$ cat src/core/ssd_map.svh
// Named constants for the stereo serial converter input block.
// Assumes inclusion by bare name from the package and the design modules.
`ifndef SSD_MAP_SVH
`define SSD_MAP_SVH

// Width of one audio sample in bits.
`define SSD_SAMPLE_W        16
// Output value after reset: zero, the mid-scale code.
`define SSD_SAMPLE_RST      16'h0000
// Update delay in half bit-clock periods, counted from the select edge.
`define SSD_UPDATE_HALVES   7
// Width of the update delay counter.
`define SSD_UPD_CNT_W       2
// Default select level that marks left-channel data (0: low means left).
`define SSD_LEFT_LEVEL_DFLT 1'b0
// Number of synchroniser stages on each pin.
`define SSD_SYNC_STAGES     2

`endif

$ cat src/core/ssd_pkg.sv
// Types shared by the stereo serial converter input block.
// Assumes ssd_map.svh is on the include path.
`include "ssd_map.svh"

package ssd_pkg;

   typedef logic [`SSD_SAMPLE_W-1:0]  ssd_sample_t;
   typedef logic [`SSD_UPD_CNT_W-1:0] ssd_upd_cnt_t;

   // Which channel a select level marks.
   typedef enum logic {
      SSD_CH_LEFT  = 1'b0,
      SSD_CH_RIGHT = 1'b1
   } ssd_channel_t;

endpackage

$ cat src/core/ssd_sync.sv
// Two-stage level synchroniser for a group of pins.
// Assumes the inputs are asynchronous to clk_i; only the second stage is read.
`timescale 1ns/1ps
`include "ssd_map.svh"

module ssd_sync #(
   parameter int unsigned W = 1
) (
   input  wire logic         clk_i,
   input  wire logic         reset_i,
   input  wire logic         ce_i,
   input  wire logic [W-1:0] pin_i,
   output logic      [W-1:0] sync_o
);

   logic [W-1:0] meta_q;
   logic [W-1:0] meta_d;
   logic [W-1:0] sync_q;
   logic [W-1:0] sync_d;

   always_comb begin
      meta_d = ce_i ? pin_i  : meta_q;
      sync_d = ce_i ? meta_q : sync_q;
   end

   always_ff @(posedge clk_i or posedge reset_i) begin
      if (reset_i) begin
         meta_q <= '0;
         sync_q <= '0;
      end else begin
         meta_q <= meta_d;
         sync_q <= sync_d;
      end
   end

   assign sync_o = sync_q;

endmodule // ssd_sync

$ cat src/core/ssd_input.sv
// Serial input and output-update logic of a two-channel 16-bit audio converter.
// Assumes the host bit clock is at most a quarter of mclk_i so each level is seen twice.
`timescale 1ns/1ps
`include "ssd_map.svh"

module ssd_input
   import ssd_pkg::*;
#(
   parameter logic LEFT_LEVEL = `SSD_LEFT_LEVEL_DFLT
) (
   input  wire logic  mclk_i,
   input  wire logic  reset_i,
   input  wire logic  ce_i,
   input  wire logic  bit_clk_i,
   input  wire logic  serial_data_i,
   input  wire logic  channel_select_i,
   output ssd_sample_t left_sample_o,
   output ssd_sample_t right_sample_o,
   output logic        update_o
);

   // Rising edges of the bit clock to wait after the one that sees the select change.
   localparam int unsigned UPD_EDGES = (`SSD_UPDATE_HALVES - 1) / 2;
   localparam ssd_upd_cnt_t UPD_LAST = ssd_upd_cnt_t'(UPD_EDGES - 1);

   logic [2:0] pins_s;
   logic       bclk_s;
   logic       sdata_s;
   logic       csel_s;

   ssd_sync #(
      .W (3)
   ) u_sync (
      .clk_i   (mclk_i),
      .reset_i (reset_i),
      .ce_i    (ce_i),
      .pin_i   ({bit_clk_i, serial_data_i, channel_select_i}),
      .sync_o  (pins_s)
   );

   assign bclk_s  = pins_s[2];
   assign sdata_s = pins_s[1];
   assign csel_s  = pins_s[0];

   function automatic ssd_channel_t chan_of(input logic level);
      chan_of = (level == LEFT_LEVEL) ? SSD_CH_LEFT : SSD_CH_RIGHT;
   endfunction

   // Bit-clock edge detector.
   logic         bclk_prev_q;
   logic         bclk_prev_d;
   logic         rise;

   // Receive shifter and select tracker.
   ssd_sample_t  shift_q;
   ssd_sample_t  shift_d;
   logic         csel_q;
   logic         csel_d;
   logic         seen_q;
   logic         seen_d;
   logic         csel_edge;
   logic         ends_left;
   logic         ends_right;

   // Staging registers, one per channel.
   ssd_sample_t  left_stage_q;
   ssd_sample_t  left_stage_d;
   ssd_sample_t  right_stage_q;
   ssd_sample_t  right_stage_d;

   // Update wait after a right period ends.
   logic         pend_q;
   logic         pend_d;
   ssd_upd_cnt_t cnt_q;
   ssd_upd_cnt_t cnt_d;
   logic         fire;

   // Converter outputs.
   ssd_sample_t  left_q;
   ssd_sample_t  left_d;
   ssd_sample_t  right_q;
   ssd_sample_t  right_d;
   logic         upd_q;
   logic         upd_d;

   // Strobes are decoded once here and shared by the groups below.
   assign rise       = ce_i & bclk_s & ~bclk_prev_q;
   assign csel_edge  = rise & seen_q & (csel_s != csel_q);
   assign ends_left  = csel_edge & (chan_of(csel_q) == SSD_CH_LEFT);
   assign ends_right = csel_edge & (chan_of(csel_q) == SSD_CH_RIGHT);
   assign fire       = rise & pend_q & (cnt_q == UPD_LAST);

   always_comb begin
      bclk_prev_d = bclk_prev_q;
      if (ce_i) begin
         bclk_prev_d = bclk_s;
      end
   end

   // Resets to the idle level of the pin, so no false rise follows reset.
   always_ff @(posedge mclk_i or posedge reset_i) begin
      if (reset_i) begin
         bclk_prev_q <= 1'b0;
      end else begin
         bclk_prev_q <= bclk_prev_d;
      end
   end

   always_comb begin
      shift_d = shift_q;
      csel_d  = csel_q;
      seen_d  = seen_q;
      if (rise) begin
         // The newest bit enters at the bottom, so the MSB ends on top.
         shift_d = {shift_q[`SSD_SAMPLE_W-2:0], sdata_s};
         csel_d  = csel_s;
         seen_d  = 1'b1;
      end
   end

   always_ff @(posedge mclk_i or posedge reset_i) begin
      if (reset_i) begin
         shift_q <= `SSD_SAMPLE_RST;
         csel_q  <= 1'b0;
         seen_q  <= 1'b0;
      end else begin
         shift_q <= shift_d;
         csel_q  <= csel_d;
         seen_q  <= seen_d;
      end
   end

   always_comb begin
      left_stage_d  = left_stage_q;
      right_stage_d = right_stage_q;
      // The bit sampled with the select change belongs to the next word, so the old shift holds the sample.
      if (ends_left) begin
         left_stage_d = shift_q;
      end
      // A left ending only stages its word; it never starts an update.
      if (ends_right) begin
         right_stage_d = shift_q;
      end
   end

   always_ff @(posedge mclk_i or posedge reset_i) begin
      if (reset_i) begin
         left_stage_q  <= `SSD_SAMPLE_RST;
         right_stage_q <= `SSD_SAMPLE_RST;
      end else begin
         left_stage_q  <= left_stage_d;
         right_stage_q <= right_stage_d;
      end
   end

   always_comb begin
      pend_d = pend_q;
      cnt_d  = cnt_q;
      if (rise && pend_q) begin
         // Only bit-clock edges advance the wait, so a stopped clock never updates.
         if (fire) begin
            pend_d = 1'b0;
         end else begin
            cnt_d = cnt_q + ssd_upd_cnt_t'(1);
         end
      end
      // A new right ending restarts the wait and wins over a clear in the same cycle.
      if (ends_right) begin
         pend_d = 1'b1;
         cnt_d  = '0;
      end
   end

   always_ff @(posedge mclk_i or posedge reset_i) begin
      if (reset_i) begin
         pend_q <= 1'b0;
         cnt_q  <= '0;
      end else begin
         pend_q <= pend_d;
         cnt_q  <= cnt_d;
      end
   end

   // Both outputs load only on fire, so the two channels change in the same cycle.
   always_comb begin
      left_d  = left_q;
      right_d = right_q;
      upd_d   = 1'b0;
      if (fire) begin
         left_d  = left_stage_q;
         right_d = right_stage_q;
         upd_d   = 1'b1;
      end
   end

   always_ff @(posedge mclk_i or posedge reset_i) begin
      if (reset_i) begin
         left_q  <= `SSD_SAMPLE_RST;
         right_q <= `SSD_SAMPLE_RST;
         upd_q   <= 1'b0;
      end else begin
         left_q  <= left_d;
         right_q <= right_d;
         upd_q   <= upd_d;
      end
   end

   assign left_sample_o  = left_q;
   assign right_sample_o = right_q;
   assign update_o       = upd_q;

endmodule // ssd_input

$ cat config.mk
export PLATFORM = sky130hd
export DESIGN_NAME = ssd_input
export DESIGN_NICKNAME = d
export VERILOG_FILES = /design/src/core/ssd_pkg.sv /design/src/core/ssd_sync.sv /design/src/core/ssd_input.sv
export VERILOG_INCLUDE_DIRS = /design/src /design/src/core
export SDC_FILE = /design/constraint.sdc
export NUM_CORES = 1
export LEC_CHECK = 0
export BUFFER_PORTS_ARGS = -buffer_cell sky130_fd_sc_hd__buf_2
export CORE_ASPECT_RATIO = 1.1
export CORE_MARGIN = 1
export CORE_UTILIZATION = 52
export CTS_CLUSTER_SIZE = 16
export DETAILED_ROUTE_END_ITERATION = 8
export PLACE_DENSITY = 0.71
export SLEW_MARGIN = 30
export SYNTH_ARGS = -nofsm -noshare
export SYNTH_HDL_FRONTEND = slang
export SYNTH_SLANG_ARGS = --single-unit
export TNS_END_PERCENT = 20
$ cat constraint.sdc
create_clock -name mclk_i -period 3.5 [get_ports mclk_i]
set_input_delay 1.05 -clock mclk_i [delete_from_list [all_inputs] [get_ports mclk_i]]
set_output_delay 1.05 -clock mclk_i [all_outputs]
set_load 0.05 [all_outputs]
==> impl_metrics.tcl, run 1 <==
set metrics [dict create \
    layout_worst_path_cycle_share_pct 69.9 \
    p_total_w 0.00248 \
    design.portCount 39 \
    drt_pre_antenna_iters 4 \
    yosysWarnings 0 \
    dr_total_vias 1891 \
    via_per_inst 5.03 \
    ys_seq_area_share_pct 63.2 \
    layout.cell_area.non_filler_sq_um 4110 \
    regArea_sq_um 2330 \
    buffer_ports.inserted 38 \
    end_kind "register" \
    mappedNetlistArea_sq_um 3680 \
    run_status "complete, no violations" \
    synthesis.instances 245 \
    first_iter_violations 134 \
    routed_length_per_instance_um 14.3 \
    dp.cells 360 \
    core.rowCount 31 \
    post_cts_resize_count 0 \
    min_period_ps 2450 \
    die_w_um 82.2 \
    synthAdderAreaFrac_pct 0.340 \
    crit_fanout 14 \
    worst_hold_class "register to register" \
    cts_hold_buf 0 \
    nNetsFinal 296 \
    synth.area.mux_share_pct 24.9 \
    synth_area_leaders "sky130_fd_sc_hd__dfrtp_1 63%, sky130_fd_sc_hd__mux2_2 13%, sky130_fd_sc_hd__mux2_4 11%" \
    max-clock-path-buffers 2 \
    post_synth_xor_area_fraction_pct 0 \
    synth-simple-area-share_pct 7.55 \
    drv_slew 0 \
    avg_inst_size_synth_sq_um 15.0 \
    floorplan.die.height_um 90.2 \
    unrepaired_setup_endpoints_after_global_routing "false" \
    grt_max_degree 41 \
    worst_clock_skew_ps 11.3 \
    timing_worst_setup_path_type "input pin to register" \
    synth.lib_cells_used.distinct 22 \
    drive_gt1_share_pct 46.6 \
    detail-route-antenna-nets 0 \
    fin_util_pct 61.3 \
    cts.root.buffer_cell "sky130_fd_sc_hd__clkbuf_8" \
    worstPathArrival_ps 2680 \
    placeableCoreArea_sq_um 6710 \
    grt_first_pass_wirelength_mm 9.23 \
    wl_mm 5.38 \
    critPathRequiredTime_ps 3740 \
    groute.usage.overall_pct 16.7 \
    irDropWorstVdd_v 0.000379 \
    post-synth-top-area-fraction_pct 63.2 \
    initial_core_utilization_pct 54.8 \
    clock.fmax_mhz 409 \
    place_congestion 0.681 \
    power_per_cell_area_nw_per_um2 602 \
    max_slew_margin_pct 58.3 \
    cts_setup_buffers 0 \
    clock_sinks 93 \
    numCtsBuffers 9 \
    global_route.overflow_total 0 \
    residual_drc 0 \
    final_number_of_setup_violating_endpoints 0 \
    largest_family_of_logic_cells_by_synthesized_area "multiplexers" \
    grt_pass1_vias 1908 \
    number_of_antenna_violations_at_the_first_check_in_global_routing 0 \
    place_area_sq_um 3920 \
    synth.largest_area_cell "sky130_fd_sc_hd__dfrtp_1" \
    max_cap_viol_count 0 \
    clock_tree.htree_level_count 3 \
    timing.setup.tns_ps 0 \
    tritoncts_clock_tree "yes" \
    worst-slew-pin-transition_ps 625 \
    syn_nets 252 \
    timing_hold_violations_final 0 \
    synth.ff_latch_count 93 \
    area.growth.synth_to_final_pct 11.8 \
    static-leakage-power_nw 2.18 \
    cp-start-kind "input pin" \
    instances_no_fill 376 \
    dieArea_sq_um 7420 \
    multiInputGateArea_sq_um 1220 \
    clock_insertion_delay_worst_skew_ps 350 \
    detailed_place_hpwl_mm 3.48 \
    layout.filler_cells 531 \
    path_clk_slew_ps 90 \
    share_of_the_synthesized_area_in_compound_gates_ao_oa_aoi_oai_pct 0.476 \
    num_antenna_cells 0 \
]
==> area by class of cell <==
type	instances	area share, %
multi-input cells	137	29.7
repair buffers	44	6.02
clock inverters	7	1.79
inverters	4	0.395
well taps	82	2.49
clock buffers	9	3.01
flip-flops and latches	93	56.6
==> where the power goes <==
part           leakage (nW)  internal (W)  switching, W
clock network        0.0879      0.000331      0.000371
logic                 0.837      0.000180      0.000240
registers              1.26       0.00124      0.000117
total                  2.18       0.00175      0.000727
==> logic make-up after synthesis <==
logic type | count (synthesis)
buf+inv | 15
compound gates | 3
mux | 72
flops | 93
fa+ha+maj | 1
simple gates | 61
==> per-layer routing <==
layer,part of all wire [%],track usage (%),vias to the layer above
li1,-,-,911
met4,1.3,6.58,0
met1,49,23.5,933
met5,0,0,-
met3,3.6,4.57,6
met2,46,24.4,41
==> cell usage in the layout (no fill, tap or decap) <==
cell                         instances
sky130_fd_sc_hd__o22ai_1             2
sky130_fd_sc_hd__clkinv_2            2
sky130_fd_sc_hd__ha_1                1
sky130_fd_sc_hd__mux2_2             43
sky130_fd_sc_hd__clkbuf_8            9
sky130_fd_sc_hd__mux2i_1             1
sky130_fd_sc_hd__or3b_2              1
sky130_fd_sc_hd__and3b_1             1
sky130_fd_sc_hd__buf_4               5
sky130_fd_sc_hd__nand2b_1            2
sky130_fd_sc_hd__buf_2              38
sky130_fd_sc_hd__and3_4              1
sky130_fd_sc_hd__nor2_2              1
sky130_fd_sc_hd__nor3_4              1
sky130_fd_sc_hd__buf_12              1
sky130_fd_sc_hd__inv_6               1
sky130_fd_sc_hd__mux2_4             28
sky130_fd_sc_hd__clkinvlp_4          4
sky130_fd_sc_hd__bufinv_16           1
sky130_fd_sc_hd__inv_1               3
sky130_fd_sc_hd__nand3b_2            1
sky130_fd_sc_hd__nand3b_1            1
sky130_fd_sc_hd__a21oi_1             1
sky130_fd_sc_hd__dfrtp_1            93
sky130_fd_sc_hd__nand2_1            52
==> sequential cells by signal, summed over array words and instances (netlist names) <==
name and cells:
left_stage_q 16, right_sample_o 16, u_sync.sync_o 3, shift_q 16, left_sample_o 16, bclk_prev_q 1, csel_q 1, cnt_q 2
update_o 1, right_stage_q 16, pend_q 1, seen_q 1, u_sync.meta_q 3
==> per-stage QoR <==
step | setup slack [ps] | hold WS [ps]
floorplan | 29.7 | 435
global placement | 746 | 457
detailed placement | 681 | 473
CTS | 1050 | 498
global route | 911 | 520
finish | 1050 | 503
==> final timing paths <==
| path | from | endpoint | slack (ps) | depth (start not counted) |
|---|---|---|---|---|
| max in group asynchronous | reset_i | right_stage_q[13] | 2120 | 3 |
| min in group asynchronous | reset_i | left_sample_o[13] | 660 | 2 |
| worst max register to register | bclk_prev_q | left_stage_q[0] | 1490 | 4 |
| worst max-delay path | ce_i | left_stage_q[0] | 1050 | 5 |
| worst min register to register | u_sync.meta_q[1] | u_sync.sync_o[1] | 500 | 1 |
| worst min-delay path | u_sync.meta_q[1] | u_sync.sync_o[1] | 500 | 1 |
==> worst max-delay path: stages <==
cell                       delay [ps]
sky130_fd_sc_hd__buf_2            200
sky130_fd_sc_hd__nand3b_2         300
sky130_fd_sc_hd__nor3_4           500
sky130_fd_sc_hd__buf_4            270
sky130_fd_sc_hd__mux2_2           350
==> synthesized netlist by cell type <==
master	count
sky130_fd_sc_hd__nand2_1	52
sky130_fd_sc_hd__clkbuf_1	3
sky130_fd_sc_hd__inv_1	4
sky130_fd_sc_hd__mux2i_1	1
sky130_fd_sc_hd__mux2_4	28
sky130_fd_sc_hd__buf_12	2
sky130_fd_sc_hd__nand3b_2	1
sky130_fd_sc_hd__buf_4	2
sky130_fd_sc_hd__buf_6	3
sky130_fd_sc_hd__a21oi_1	1
sky130_fd_sc_hd__o22ai_1	2
sky130_fd_sc_hd__buf_8	1
sky130_fd_sc_hd__or3b_2	1
sky130_fd_sc_hd__dfrtp_1	93
sky130_fd_sc_hd__nand2b_1	2
sky130_fd_sc_hd__nor3_4	1
sky130_fd_sc_hd__mux2_2	43
sky130_fd_sc_hd__nor2_2	1
sky130_fd_sc_hd__nand3b_1	1
sky130_fd_sc_hd__and3b_1	1
sky130_fd_sc_hd__and3_4	1
sky130_fd_sc_hd__ha_1	1
Power figures use the tool's default switching activity.
==> run 2: changes to the inputs <==
--- a/config.mk
+++ b/config.mk
@@ -6,10 +6,11 @@
 export SDC_FILE = /design/constraint.sdc
 export NUM_CORES = 1
 export LEC_CHECK = 0
+export ABC_AREA = 1
 export BUFFER_PORTS_ARGS = -buffer_cell sky130_fd_sc_hd__buf_2
 export CORE_ASPECT_RATIO = 1.1
 export CORE_MARGIN = 1
-export CORE_UTILIZATION = 52
+export CORE_UTILIZATION = 55
 export CTS_CLUSTER_SIZE = 16
 export DETAILED_ROUTE_END_ITERATION = 8
 export PLACE_DENSITY = 0.71
==> constraint.sdc (replaced) <==
create_clock -name mclk_i -period 2.3 [get_ports mclk_i]
set_input_delay 0.69 -clock mclk_i [delete_from_list [all_inputs] [get_ports mclk_i]]
set_output_delay 0.69 -clock mclk_i [all_outputs]
set_load 0.05 [all_outputs]
==> run 2 against run 1 <==
  * Via count rose by 42%
  * Largest power group unchanged
  * Highest routed layer unchanged
  * Area after synthesis shrank 0.14%
  * Final cell count increased by 36%
  * Clock-buffer cell count rose by 4
  * Sequential power is 93% higher
  * Critical path depth fell by 4
  * Critical path type is now register to output pin
  * Setup slack got worse by 420 ps
  * Largest cell class unchanged
  * Non-clock buffer count up 3
  * Critical endpoint is now left_sample_o[0]
==> impl_metrics.tcl, run 2 <==
set metrics [dict create \
    design.portCount 39 \
    number_of_antenna_violations_at_the_first_check_in_global_routing 0 \
    power_per_cell_area_nw_per_um2 1330 \
    timing.setup.tns_ps 0 \
    worst_hold_slack_ps 393 \
    layout.cell_area.non_filler_sq_um 4170 \
    drive_gt1_share_pct 17.1 \
    ys_seq_area_share_pct 63.3 \
    floorplan.die.height_um 87.7 \
    max_slew_margin_pct 60.9 \
    post-synth-top-area-fraction_pct 63.3 \
    critPathRequiredTime_ps 1610 \
    dr_total_vias 2683 \
    synth_area_leaders "sky130_fd_sc_hd__dfrtp_1 63%, sky130_fd_sc_hd__nand2_1 19%, sky130_fd_sc_hd__nand4_1 5.8%" \
    cts.root.buffer_cell "sky130_fd_sc_hd__clkbuf_8" \
    unrepaired_setup_endpoints_after_global_routing "false" \
    dp.cells 497 \
    timing_worst_setup_path_type "register to output pin" \
    worst_hold_class "input pin to asynchronous set/reset pin" \
    asyncSetResetFlopFracSynth_pct 100 \
    reg2reg_depth 7 \
    via_per_inst 5.23 \
    met3RoutedLength_um 362 \
    worstPathArrival_ps 970 \
    critical_path.slowest_cell "sky130_fd_sc_hd__dfrtp_1" \
    crit_fanout 2 \
    worstReg2RegEnd "left_sample_o[0]" \
    irDropWorstVdd_v 0.000597 \
    critical_path.n_buffers_inverters 1 \
    timing_hold_violations_final 0 \
    numCtsBuffers 9 \
    synth_commonest_cells "188 x sky130_fd_sc_hd__nand2_1, 93 x sky130_fd_sc_hd__dfrtp_1, 34 x sky130_fd_sc_hd__nand4_1" \
    grt_pass1_vias 2551 \
    clock_sinks 93 \
    core.rowCount 30 \
    clock_insertion_delay_worst_skew_ps 350 \
    crit_family "flip-flops" \
    clock.fmax_mhz 601 \
    detailed_place_hpwl_mm 4.42 \
    synth.lib_cells_used.distinct 20 \
    detailroute.wirelength.met2_mm 3.36 \
    yosysWarnings 0 \
    static-leakage-power_nw 2.31 \
    worst-slew-pin-transition_ps 586 \
    worst_clock_skew_ps 11.1 \
    syn_nets 398 \
    num_antenna_cells 0 \
    ys_dominant_reg_cell "sky130_fd_sc_hd__dfrtp_1" \
    path_clk_slew_ps 90 \
    regArea_sq_um 2330 \
    max_cap_viol_count 0 \
    synthesis.instances 391 \
    avg_inst_size_synth_sq_um 9.40 \
    post_cts_resize_count 0 \
    max-clock-path-buffers 2 \
    cp_cell_sequence "buf_2" \
    dieArea_sq_um 7010 \
    synth.ff_latch_count 93 \
    commonest_cells_after_routing_fill_and_taps_aside "188 x sky130_fd_sc_hd__nand2_1, 93 x sky130_fd_sc_hd__dfrtp_1, 38 x sky130_fd_sc_hd__buf_2, 34 x sky130_fd_sc_hd__nand4_1, 20 x sky130_fd_sc_hd__o21ai_0" \
    residual_drc 0 \
    drt_pre_antenna_iters 4 \
    synth.largest_area_cell "sky130_fd_sc_hd__dfrtp_1" \
    routed_length_per_instance_um 13.4 \
    cpPeakStageDelay_ps 370 \
    buffer_ports.inserted 38 \
    instances_no_fill 513 \
    layout.filler_cells 533 \
    global_route.overflow_total 0 \
    min_period_ps 1660 \
    mappedNetlistArea_sq_um 3670 \
    wl_mm 6.87 \
    place_area_sq_um 3960 \
    cp-start-kind "register" \
    nNetsFinal 435 \
    wirelength_met1_mm 3.05 \
    layout_worst_path_cycle_share_pct 72.4 \
    groute.usage.overall_pct 22.5 \
    final_number_of_setup_violating_endpoints 0 \
    grt_first_pass_wirelength_mm 11.8 \
    most_repeated_cell_in_the_gate_level_netlist_after_synthesis "sky130_fd_sc_hd__nand2_1" \
    die_w_um 79.9 \
    synth_edf_count 0 \
    first_iter_violations 198 \
    place_congestion 0.760 \
    tritoncts_clock_tree "yes" \
    clock_tree.htree_level_count 3 \
    area.growth.synth_to_final_pct 13.6 \
    cts_setup_buffers 0 \
    initial_core_utilization_pct 58.3 \
    grt_max_degree 39 \
    placeableCoreArea_sq_um 6310 \
    run_status "complete, no violations" \
    drv_slew 0 \
    rr_startpoint "cnt_q[0]" \
    cts_hold_buf 0 \
    setup.reg_to_reg.worst_slack_ps 790 \
    top_metal_layer_carrying_routed_signals "met4" \
    detail-route-antenna-nets 0 \
    multiInputGateArea_sq_um 1170 \
    end_kind "output pin" \
    most_common_library_cell_in_the_layout_ignoring_fill_and_taps "sky130_fd_sc_hd__nand2_1" \
]
-- run 2: changes by cell type in the layout (fill, tap and decap cells not counted), moves of 3 or more --
| cell | before | now |
|---|---|---|
| sky130_fd_sc_hd__nand2_1 | 52 | 188 |
| sky130_fd_sc_hd__mux2_4 | 28 | 0 |
| sky130_fd_sc_hd__inv_2 | 0 | 3 |
| sky130_fd_sc_hd__clkbuf_8 | 9 | 12 |
| sky130_fd_sc_hd__mux2_2 | 43 | 2 |
| sky130_fd_sc_hd__inv_1 | 3 | 12 |
| sky130_fd_sc_hd__nor2_1 | 0 | 6 |
| sky130_fd_sc_hd__nand4_1 | 0 | 34 |
| sky130_fd_sc_hd__o21ai_0 | 0 | 20 |
-- run 2: cells by family after synthesis --
| group | after synthesis | share of synthesized area (%) |
|---|---|---|
| AO/OA/AOI/OAI | 21 | 2.86 |
| adder cells (fa/ha/maj) | 1 | 0.340 |
| buffers and inverters | 38 | 4.77 |
| flip-flops | 93 | 63.3 |
| multiplexers | 2 | 0.613 |
| AND/OR/NAND/NOR | 236 | 28.1 |
-- run 2: layout make-up --
| type | count | share of cell area [%] |
|---|---|---|
| sequential | 93 | 55.8 |
| multi-input combinational | 260 | 28.1 |
| timing repair buffer | 47 | 7.07 |
| clock buffer | 13 | 4.05 |
| tap | 80 | 2.40 |
| inverter | 17 | 1.62 |
| clock inverter | 3 | 1.02 |
-- run 2: routing by layer --
layer / GRT usage (%) / up-vias
li1: - / 1318
met1: 29.3 / 1267
met2: 37.0 / 88
met3: 3.85 / 10
met4: 10.9 / 0
met5: 0 / -
-- run 2: where the power goes --
part	leakage, nW	internal, W	switching [W]
logic	0.980	0.000459	0.00132
registers	1.22	0.00225	0.000388
clock network	0.106	0.000591	0.000535
total	2.31	0.00330	0.00225
-- run 2: metrics by stage --
step	total power (W)	worst slack, ps	util, %
6_report	0.00554	635	66.2
5_1_grt	0.00589	567	66.2
4_1_cts	0.00559	616	66.2
3_5_place_dp	0.00446	318	62.8
3_3_place_gp	0.00440	343	62.8
2_1_floorplan	0.00399	518	-
-- run 2: worst max-delay path by stage --
stage | cells after the start | from | end | slack [ps]
3_5_place_dp | 6 | ce_i | right_stage_q[5] | 320
4_1_cts | 1 | right_sample_o[0] | right_sample_o[0] | 620
6_report | 1 | left_sample_o[0] | left_sample_o[0] | 640
2_1_floorplan | 1 | reset_i | bclk_prev_q | 520
5_1_grt | 6 | ce_i | left_stage_q[12] | 570
3_3_place_gp | 6 | ce_i | right_stage_q[6] | 340
-- run 2: worst reg2reg max path: stages (launching register included) --
cell and delay (ps):
sky130_fd_sc_hd__dfrtp_1 360, sky130_fd_sc_hd__inv_1 90, sky130_fd_sc_hd__ha_1 180, sky130_fd_sc_hd__inv_1 80, sky130_fd_sc_hd__nor2_2 200, sky130_fd_sc_hd__inv_2 280
sky130_fd_sc_hd__nand2_1 150, sky130_fd_sc_hd__nand2_1 70
